--- config.mk ---
export PLATFORM = sky130hd
export DESIGN_NAME = arx_rx
export DESIGN_NICKNAME = d
export VERILOG_FILES = /design/src/core/arx_pkg.sv /design/src/core/arx_rx.sv /design/src/core/arx_fifo.sv
export SDC_FILE = /design/constraint.sdc
export NUM_CORES = 1
export LEC_CHECK = 0
export BUFFER_PORTS_ARGS = -buffer_cell sky130_fd_sc_hd__buf_2
export CORE_MARGIN = 2
export CORE_UTILIZATION = 38
export CTS_BUF_LIST = sky130_fd_sc_hd__clkbuf_8 sky130_fd_sc_hd__clkbuf_16
export CTS_CLUSTER_SIZE = 10
export DETAILED_ROUTE_END_ITERATION = 8
export SLEW_MARGIN = 20
export SYNTH_ARGS = -nofsm -noshare
export SYNTH_HDL_FRONTEND = slang
export SYNTH_SLANG_ARGS = --single-unit
--- constraint.sdc ---
create_clock -name I_CLK -period 4.25 [get_ports I_CLK]
set_input_delay 0.2125 -clock I_CLK [delete_from_list [all_inputs] [get_ports I_CLK]]
set_output_delay 0.2125 -clock I_CLK [all_outputs]
set_load 0.02 [all_outputs]
--- src/core/arx_pkg.sv ---
package arx_pkg;
// Functional notes
// Outside logic supplies an accurate 1MHz timing base, under 0.1% error.
// Three 10-bit shift registers sample One, Zero and Null states.
// Bit needs three One or Zero in upper half, three Null below.
// Word gap Null needs three Null samples in both halves.
// Each bit follows the previous one by 8 to 12 samples.
// Gap timer checks Null every 10 samples, incrementing the gap counter.
// No new word starts before the gap counter reaches 3.
// Parity enabled: bit 32 stores 0 for odd ones count, else 1.
// Parity disabled: all 32 received bits stored unchanged.
// Thirty-two valid bits raise the word complete strobe.
// Word stored only if label filter and decoder both pass.
// Accepted words buffer in a four word, 32-bit FIFO.
// Loading sets data ready and clears empty until all words read.
// Host read returns the oldest FIFO word and removes it.
// Full flag is high whenever the FIFO holds four words.
// A word arriving at full FIFO overwrites the newest entry.
// Host writes a 16 entry table of 8-bit accepted labels.
// Host fills spare entries with valid labels before enabling filter.
// Filter on: unmatched words dropped silently, label 00 is ordinary.
// Table compare ignores label order; first written bit meets bit one.
// Host can read back every label table entry.
// Decoder on: bit 10 and bit 9 must equal compare settings.
// Channel reset clears receiver and FIFO, holding channel idle.
// Sample tick is 1MHz at high speed, one eighth at low.
// Bad shape, spacing or gap drops the word without flags.

   localparam int ARX_CLK_NS      = 8;
   localparam int ARX_SAMPLE_NS   = 1000;
   localparam int ARX_US_CYC      = ARX_SAMPLE_NS / ARX_CLK_NS;
   localparam int ARX_SLOW_DIV    = 8;
   localparam int ARX_SH_W        = 10;
   localparam int ARX_HALF_W      = 5;
   localparam int ARX_RUN         = 3;
   localparam int ARX_SPC_MIN     = 8;
   localparam int ARX_SPC_MAX     = 12;
   localparam int ARX_GAP_SAMPLES = 10;
   localparam int ARX_GAP_COUNT   = 3;
   localparam int ARX_WORD_BITS   = 32;
   localparam int ARX_LABEL_W     = 8;
   localparam int ARX_LABELS      = 16;
   localparam int ARX_FIFO_DEPTH  = 4;
   localparam int ARX_PARITY_BIT  = 31;
   localparam int ARX_BIT10_POS   = 9;
   localparam int ARX_BIT9_POS    = 8;

   typedef enum logic [2:0] {
      ST_GAP  = 3'b001,
      ST_IDLE = 3'b010,
      ST_WORD = 3'b100
   } arx_state_e;

endpackage : arx_pkg

--- src/core/arx_rx.sv ---
`timescale 1ns/100ps
module arx_rx
#(
   parameter int US_CYC = arx_pkg::ARX_US_CYC,
   parameter int DEPTH  = arx_pkg::ARX_FIFO_DEPTH
) (
   input  wire logic       I_CLK,
   input  wire logic       I_RESET_N,
   input  wire logic       I_LINE_ONE,
   input  wire logic       I_LINE_ZERO,
   input  wire logic       I_LOW_SPEED,
   input  wire logic       I_LABEL_FILTER_ENABLE,
   input  wire logic       I_CHANNEL_RESET_BIT,
   input  wire logic       I_PARITY_CHECK_ENABLE,
   input  wire logic       I_SDI_DECODER_ENABLE,
   input  wire logic       I_BIT10_COMPARE_VALUE,
   input  wire logic       I_BIT9_COMPARE_VALUE,
   input  wire logic       I_LABEL_ORDER_SELECT,
   input  wire logic       I_LABEL_WR,
   input  wire logic [3:0] I_LABEL_WR_IDX,
   input  wire logic [7:0] I_LABEL_WR_DATA,
   input  wire logic [3:0] I_LABEL_RD_IDX,
   output logic [7:0]      O_LABEL_RD_DATA,
   input  wire logic       I_READ_REQ,
   output logic [31:0]     O_READ_DATA,
   output logic            O_READ_VALID,
   output logic            O_FIFO_EMPTY,
   output logic            O_FIFO_FULL,
   output logic            O_DATA_READY,
   output logic            O_WORD_COMPLETE_STROBE
);
   import arx_pkg::*;

   localparam int FAW = $clog2(DEPTH);

   typedef struct packed {
      logic                    sync1_one;
      logic                    sync1_zero;
      logic                    sync2_one;
      logic                    sync2_zero;
      logic [6:0]              div_cnt;
      logic [2:0]              slow_cnt;
      logic [ARX_SH_W-1:0]     one_sh;
      logic [ARX_SH_W-1:0]     zero_sh;
      logic [ARX_SH_W-1:0]     null_sh;
      arx_state_e              state;
      logic [3:0]              spc_cnt;
      logic [4:0]              bit_cnt;
      logic [ARX_WORD_BITS-1:0] word;
      logic [3:0]              gap_tick;
      logic [1:0]              gap_cnt;
      logic                    word_complete_strobe;
      logic [ARX_LABELS-1:0][ARX_LABEL_W-1:0] labels;
      logic [7:0]              lbl_rd;
      logic [31:0]             rd_data;
      logic                    rd_valid;
      logic                    empty;
      logic                    full;
      logic                    ready;
   } arx_rx_s;

   arx_rx_s r_reg, r_next;

   logic                     f_in_ready;
   logic                     f_out_valid;
   logic [ARX_WORD_BITS-1:0] f_out_data;
   logic [FAW:0]             f_count;
   logic                     tick;
   logic                     bit_one;
   logic                     bit_zero;
   logic                     gap_null;
   logic                     lbl_hit;
   logic                     dec_ok;
   logic                     accept;
   logic                     push;
   logic                     pop;
   logic                     acc;
   logic [ARX_LABEL_W-1:0]   rx_label;

   function automatic logic has_run(input logic [ARX_HALF_W-1:0] v);
      has_run = 1'b0;
      for (int i = 0; i <= ARX_HALF_W - ARX_RUN; i++) begin
         if (&v[i +: ARX_RUN]) begin
            has_run = 1'b1;
         end
      end
   endfunction : has_run

   function automatic logic [7:0] rev8(input logic [7:0] v);
      for (int i = 0; i < 8; i++) begin
         rev8[i] = v[7-i];
      end
   endfunction : rev8

   // Upper half holds the older samples, lower half the newest
   assign bit_one  = has_run(r_reg.one_sh[ARX_SH_W-1:ARX_HALF_W])
                   & has_run(r_reg.null_sh[ARX_HALF_W-1:0]);
   assign bit_zero = has_run(r_reg.zero_sh[ARX_SH_W-1:ARX_HALF_W])
                   & has_run(r_reg.null_sh[ARX_HALF_W-1:0]);
   assign gap_null = has_run(r_reg.null_sh[ARX_SH_W-1:ARX_HALF_W])
                   & has_run(r_reg.null_sh[ARX_HALF_W-1:0]);

   // First received bit is the label MSB; order select is not used here
   assign rx_label = rev8(r_reg.word[ARX_LABEL_W-1:0]);

   always_comb begin
      lbl_hit = 1'b0;
      for (int i = 0; i < ARX_LABELS; i++) begin
         if (r_reg.labels[i] == rx_label) begin
            lbl_hit = 1'b1;
         end
      end
   end

   assign dec_ok = (r_reg.word[ARX_BIT10_POS] == I_BIT10_COMPARE_VALUE)
                 & (r_reg.word[ARX_BIT9_POS] == I_BIT9_COMPARE_VALUE);
   assign accept = (~I_LABEL_FILTER_ENABLE | lbl_hit)
                 & (~I_SDI_DECODER_ENABLE | dec_ok);
   assign push   = r_reg.word_complete_strobe & accept & ~I_CHANNEL_RESET_BIT;
   assign pop    = I_READ_REQ & f_out_valid & ~I_CHANNEL_RESET_BIT;

   // Sample tick: 1MHz, or every eighth of those at low speed
   assign tick = (r_reg.div_cnt == 7'(US_CYC - 1))
               & (~I_LOW_SPEED
                  | (r_reg.slow_cnt == 3'(ARX_SLOW_DIV - 1)));

   assign acc = tick & (bit_one | bit_zero)
              & (r_reg.spc_cnt >= 4'(ARX_SPC_MIN))
              & (r_reg.spc_cnt <= 4'(ARX_SPC_MAX));

   always_comb begin
      r_next            = r_reg;
      r_next.sync1_one  = I_LINE_ONE;
      r_next.sync1_zero = I_LINE_ZERO;
      r_next.sync2_one  = r_reg.sync1_one;
      r_next.sync2_zero = r_reg.sync1_zero;
      r_next.word_complete_strobe        = 1'b0;
      r_next.rd_valid   = 1'b0;

      if (r_reg.div_cnt == 7'(US_CYC - 1)) begin
         r_next.div_cnt  = '0;
         r_next.slow_cnt = r_reg.slow_cnt + 1'b1;
      end else begin
         r_next.div_cnt = r_reg.div_cnt + 1'b1;
      end

      if (tick) begin
         // Both comparators high is impossible; it counts as no state
         r_next.one_sh  = {r_reg.one_sh[ARX_SH_W-2:0],
                           r_reg.sync2_one & ~r_reg.sync2_zero};
         r_next.zero_sh = {r_reg.zero_sh[ARX_SH_W-2:0],
                           r_reg.sync2_zero & ~r_reg.sync2_one};
         r_next.null_sh = {r_reg.null_sh[ARX_SH_W-2:0],
                           ~r_reg.sync2_one & ~r_reg.sync2_zero};
         if (r_reg.spc_cnt != 4'hf) begin
            r_next.spc_cnt = r_reg.spc_cnt + 1'b1;
         end
      end

      unique case (r_reg.state)
         ST_GAP: begin
            if (tick) begin
               if (r_reg.gap_tick == 4'(ARX_GAP_SAMPLES - 1)) begin
                  r_next.gap_tick = '0;
                  if (!gap_null) begin
                     r_next.gap_cnt = '0;
                  end else if (r_reg.gap_cnt
                               == 2'(ARX_GAP_COUNT - 1)) begin
                     r_next.state   = ST_IDLE;
                     r_next.gap_cnt = '0;
                  end else begin
                     r_next.gap_cnt = r_reg.gap_cnt + 1'b1;
                  end
               end else begin
                  r_next.gap_tick = r_reg.gap_tick + 1'b1;
               end
            end
         end
         ST_IDLE: begin
            if (tick && (bit_one || bit_zero)) begin
               r_next.word    = '0;
               r_next.word[0] = bit_one;
               r_next.bit_cnt = 5'h01;
               // Accepting sample is the first of the next spacing
               r_next.spc_cnt = 4'h1;
               r_next.state   = ST_WORD;
            end
         end
         ST_WORD: begin
            if (acc) begin
               r_next.word[r_reg.bit_cnt] = bit_one;
               r_next.spc_cnt             = 4'h1;
               r_next.bit_cnt             = r_reg.bit_cnt + 1'b1;
               if (r_reg.bit_cnt == 5'(ARX_WORD_BITS - 1)) begin
                  if (I_PARITY_CHECK_ENABLE) begin
                     // Odd count of ones leaves a 0 in bit 32
                     r_next.word[ARX_PARITY_BIT] =
                        ~(^r_next.word);
                  end // Else all bits kept as data
                  r_next.word_complete_strobe      = 1'b1;
                  r_next.state    = ST_GAP;
                  r_next.gap_tick = '0;
                  r_next.gap_cnt  = '0;
               end
            end else if (tick
                         && r_reg.spc_cnt >= 4'(ARX_SPC_MAX)) begin
               // Bit overdue: drop the partial word, no flags
               r_next.state    = ST_GAP;
               r_next.gap_tick = '0;
               r_next.gap_cnt  = '0;
            end
         end
      endcase

      if (I_LABEL_WR) begin
         r_next.labels[I_LABEL_WR_IDX] = I_LABEL_WR_DATA;
      end
      r_next.lbl_rd = r_reg.labels[I_LABEL_RD_IDX];

      if (pop) begin
         // Oldest word leaves the FIFO on a host read
         r_next.rd_valid = 1'b1;
         r_next.rd_data  = I_LABEL_ORDER_SELECT ? f_out_data
            : {f_out_data[ARX_WORD_BITS-1:ARX_LABEL_W],
               rev8(f_out_data[ARX_LABEL_W-1:0])};
      end

      // Load wins over a read that empties the FIFO
      r_next.ready = push | (f_count > (FAW + 1)'(pop));
      r_next.empty = ~r_next.ready;
      r_next.full  = (f_count == (FAW + 1)'(DEPTH)) & ~pop
                   | (f_count == (FAW + 1)'(DEPTH - 1))
                     & push & ~pop;

      if (I_CHANNEL_RESET_BIT) begin
         // Held here while set; the label table survives
         r_next.state    = ST_GAP;
         r_next.one_sh   = '0;
         r_next.zero_sh  = '0;
         r_next.null_sh  = '0;
         r_next.spc_cnt  = '0;
         r_next.bit_cnt  = '0;
         r_next.gap_tick = '0;
         r_next.gap_cnt  = '0;
         r_next.word_complete_strobe      = 1'b0;
         r_next.ready    = 1'b0;
         r_next.empty    = 1'b1;
         r_next.full     = 1'b0;
      end
   end

   always_ff @(posedge I_CLK) begin
      if (!I_RESET_N) begin
         r_reg       <= '0;
         r_reg.state <= ST_GAP;
         r_reg.empty <= 1'b1;
      end else begin
         r_reg <= r_next;
      end
   end

   // Source never stalls; a full FIFO turns the load into an overwrite
   arx_fifo #(
      .WIDTH (ARX_WORD_BITS),
      .DEPTH (DEPTH)
   ) u_fifo (
      .i_clk       (I_CLK),
      .i_rst_n     (I_RESET_N),
      .i_clear     (I_CHANNEL_RESET_BIT),
      .i_in_valid  (push),
      .o_in_ready  (f_in_ready),
      .i_in_data   (r_reg.word),
      .i_overwrite (~f_in_ready),
      .o_out_valid (f_out_valid),
      .i_out_ready (pop),
      .o_out_data  (f_out_data),
      .o_count     (f_count)
   );

   assign O_LABEL_RD_DATA        = r_reg.lbl_rd;
   assign O_READ_DATA            = r_reg.rd_data;
   assign O_READ_VALID           = r_reg.rd_valid;
   assign O_FIFO_EMPTY           = r_reg.empty;
   assign O_FIFO_FULL            = r_reg.full;
   assign O_DATA_READY           = r_reg.ready;
   assign O_WORD_COMPLETE_STROBE = r_reg.word_complete_strobe;
endmodule : arx_rx

--- src/core/arx_fifo.sv ---
`timescale 1ns/100ps
module arx_fifo #(
   parameter int WIDTH = 32,
   parameter int DEPTH = 4,
   parameter int AW    = $clog2(DEPTH)
) (
   input  wire logic             i_clk,
   input  wire logic             i_rst_n,
   input  wire logic             i_clear,
   input  wire logic             i_in_valid,
   output logic                  o_in_ready,
   input  wire logic [WIDTH-1:0] i_in_data,
   input  wire logic             i_overwrite,
   output logic                  o_out_valid,
   input  wire logic             i_out_ready,
   output logic [WIDTH-1:0]      o_out_data,
   output logic [AW:0]           o_count
);
   typedef struct packed {
      logic [DEPTH-1:0][WIDTH-1:0] mem;
      logic [AW-1:0]               wptr;
      logic [AW-1:0]               rptr;
      logic [AW:0]                 count;
   } arx_fifo_s;

   arx_fifo_s r_reg, r_next;
   logic      push, pop, over;

   function automatic logic [AW-1:0] inc(input logic [AW-1:0] p);
      inc = (p == AW'(DEPTH - 1)) ? '0 : p + 1'b1;
   endfunction : inc

   assign o_in_ready  = (r_reg.count != (AW + 1)'(DEPTH));
   assign o_out_valid = (r_reg.count != '0);
   assign o_out_data  = r_reg.mem[r_reg.rptr];
   assign o_count     = r_reg.count;
   assign push        = i_in_valid & o_in_ready;
   assign pop         = o_out_valid & i_out_ready;
   assign over        = i_in_valid & ~o_in_ready & i_overwrite;

   always_comb begin
      r_next = r_reg;
      if (push) begin
         r_next.mem[r_reg.wptr] = i_in_data;
         r_next.wptr            = inc(r_reg.wptr);
      end
      // Full and still fed: newest entry is replaced, oldest kept
      if (over) begin
         if (r_reg.wptr == '0) begin
            r_next.mem[DEPTH-1] = i_in_data;
         end else begin
            r_next.mem[r_reg.wptr - 1'b1] = i_in_data;
         end
      end
      if (pop) begin
         r_next.rptr = inc(r_reg.rptr);
      end
      r_next.count = r_reg.count + (AW + 1)'(push) - (AW + 1)'(pop);
      if (i_clear) begin
         r_next.wptr  = '0;
         r_next.rptr  = '0;
         r_next.count = '0;
      end
   end

   always_ff @(posedge i_clk) begin
      if (!i_rst_n) begin
         r_reg <= '0;
      end else begin
         r_reg <= r_next;
      end
   end
endmodule : arx_fifo

==> flow_summary_export.csv <==
group,metric,value,unit
status,status,"complete, no violations",
route,drt-initial-drc-count,1088,
flow_run,drv_cap,0,
timing,setup_viol,0,
placed_design,io_buffers,74,
floorplanning,die_w,233,µm
finish,area.growth.synth_to_final,9.80,%
route,vias,15000,
finish,largest_reg_flops,220,
hold_path,holdPathStages,2,
critical_path,cp-end-kind,"flip-flop",
synthesis,avgSynthCellArea,9.32,µm²
power_and_ir_drop,p_per_area,352,mW/mm²
synthesis,syn-cell-area,0.0199,mm²
hold_path,hold_class,"input port to flip-flop",
placed_design,hpwl,33500,µm
power_and_ir_drop,vdd_drop_max,0.265,mV
critical_path,r2r_cells,13,
grt,first_global_vias,14700,
route,dr.pass1.iters,6,
route,drc,0,
critical_path,path_max_fanout,17,
floorplanning,start_util,38.6,%
timing,rsz0062_at_grt,"false",
hold_path,hold_end,"O_LABEL_RD_DATA[5]",
synthesis,yosysWarningCount,0,
synthesis,async_flop_share,0,%
synthesis,synth_area_leaders,"dfxtp_1 (40%), mux2i_1 (14%), mux4_2 (8.2%), nor2_1 (6.6%), xnor2_1 (3.7%)",
timing,finalHoldViolCount,0,
synthesis,synth.largest_area_cell,"dfxtp_1",
clocking,cts_buffer_depth,3,
grt,grt.total_usage,18.7,%
synthesis,synthTopCellsByCount,"dfxtp_1 (402), nor2_1 (349), mux2i_1 (271), nand2_1 (142), a21oi_1 (129)",
power_and_ir_drop,power.leakage,8.04,nW
grt,grt_pass1_wl,81000,µm
floorplanning,die_area,0.0542,mm²
synthesis,synth_top_area_share,40.5,%
floorplanning,die_h,233,µm
critical_path,worstPathArrival,3.91,ns
timing,drv_slew,0,
grt,antenna_found_initial,0,
critical_path,r2r-end,"u_fifo.o_count[2]",
timing,setup_tns,0,ns
finish,layout.nets,2129,
synthesis,synth-seq-cells,402,
timing,relSlewSlack,28.1,%
timing,fin_crit,3.50,ns
finish,drive_gt1_share,12.5,%
synthesis,syn-num-nets,2186,
critical_path,crit_type,"flip-flop to flip-flop",
synthesis,seq_area_frac_synth,40.5,%
floorplanning,coreArea,0.0515,mm²
floorplanning,io_pins,75,
route,ant_nets,0,
synthesis,synth_most_common_cell,"dfxtp_1",
synthesis,synth_cell_types,65,
clocking,cts_max_level,2,
critical_path,start_kind,"flip-flop",
finish,diodes,0,
route,routed_via_density,5.43,
floorplanning,rows,83,
synthesis,synth-main-ff-cell,"dfxtp_1",
clocking,postCtsSetupBuffers,0,
placed_design,placed_area,0.0205,mm²
clocking,clkTransAtPathRegs,0.06,ns
timing,max_freq,0.286,GHz
critical_path,r2r_slack,0.75,ns
finish,stdcell_area,0.0218,mm²
clocking,numCtsBuffers,47,
grt,grt_max_degree,161,
clocking,clock-root-buffer,"clkbuf_16",
route,wl_per_cell,18.4,µm
synthesis,netlist_instances,2133,
clocking,cts_sinks,402,
clocking,cts_tree,"done",
clocking,cts_resized,0,
placed_design,gp_congestion,0.869,
timing,tightest_slew,1.07,ns
hold_path,hp-start,"I_RESET_N",
clocking,clk-insertion-delay-late,0.58,ns
clocking,postCtsHoldBufs,3,
critical_path,r2r_start,"r_reg[179]",
critical_path,crit_required,4.66,ns
finish,n_fill_cell,5049,
timing,fin_skew,0.0319,ns
grt,overflow,0,
synthesis,synth_edf_count,0,
route,routed_wl,50800,µm
timing,finalCritPeriodShare,82.4,%
-- worst max-delay path by stage --
stage,startpoint,to,slack [ns]
final,r_reg[179],u_fifo.o_count[2],0.75
after global routing,r_reg[256],r_reg[204],0.51
after CTS,r_reg[179],u_fifo.o_count[2],0.81
after detailed placement,r_reg[179],u_fifo.o_count[2],0.83
after global placement,r_reg[179],u_fifo.o_count[2],0.83
after floorplan,r_reg[212],r_reg[210],1.28
-- critical path: stages (launching register included) --
cell and delay [ns]:
dfxtp_1 0.95, xor2_1 0.20, nor4_1 0.07, nand2_1 0.07, o21ai_0 0.10, nor3_1 0.28, nand4_1 0.30, nand4_1 0.20
buf_4 0.21, nor2_1 0.11, ha_1 0.24, fa_1 0.38, xor2_1 0.16, nor2_1 0.05
-- power breakdown --
part	internal [mW]	switching [mW]
clock network	2.13	1.49
logic	0.0831	0.168
registers	3.79	0.0198
total	6.00	1.68
-- cell families (layout without fill, tap and decap cells) --
| group | Yosys count | after routing | share of synthesized area (%) |
|---|---|---|---|
| AOI/OAI and AO/OA | 310 | 310 | 9.22 |
| xor gates and xnor gates | 157 | 157 | 7.05 |
| adders and majority gates | 23 | 23 | 1.48 |
| buffers and inverters | 245 | 200 | 5.69 |
| DFF | 402 | 402 | 40.5 |
| muxes | 344 | 344 | 21.8 |
| and+or+nand+nor | 652 | 652 | 14.2 |
-- layout by cell type, fill, tap and decap left out, drive strengths merged, types with 72 or more instances in the layout --
cell type    n
o21ai       86
nor2       353
a21oi      129
dfxtp      402
nand2      142
xor2        72
mux2i      271
xnor2       83
buf        109
mux4        72
-- final cells by class --
type	instances	area (µm²)	area share [%]
multi-input combinational	1486	10800	49.3
sequential	402	8050	36.9
clock buffer	51	1250	5.74
tap	680	851	3.90
timing repair buffer	112	726	3.32
inverter	27	109	0.499
clock inverter	10	81.3	0.372
-- layer usage --
layer | vias to the layer above | GRT usage (%) | routed length [µm]
li1 | 7215 | - | -
met1 | 7331 | 24.0 | 22200
met2 | 407 | 31.5 | 24600
met3 | 80 | 3.48 | 2800
met4 | 0 | 6.35 | 1240
met5 | - | 0 | 0
-- through the flow --
step	total power, mW	instances	hold slack (ns)	worst slack [ns]	utilization [%]
after CTS	7.79	2768	0.0808	0.811	42.4
final	7.68	2768	0.112	0.748	42.4
after global placement	4.14	2704	0.423	0.835	39.7
after floorplan	4.06	2133	0.340	1.28	-
after detailed placement	4.14	2704	0.422	0.833	39.7
after global routing	7.95	2768	0.113	0.510	42.4
(Power assumes the default switching activity.)
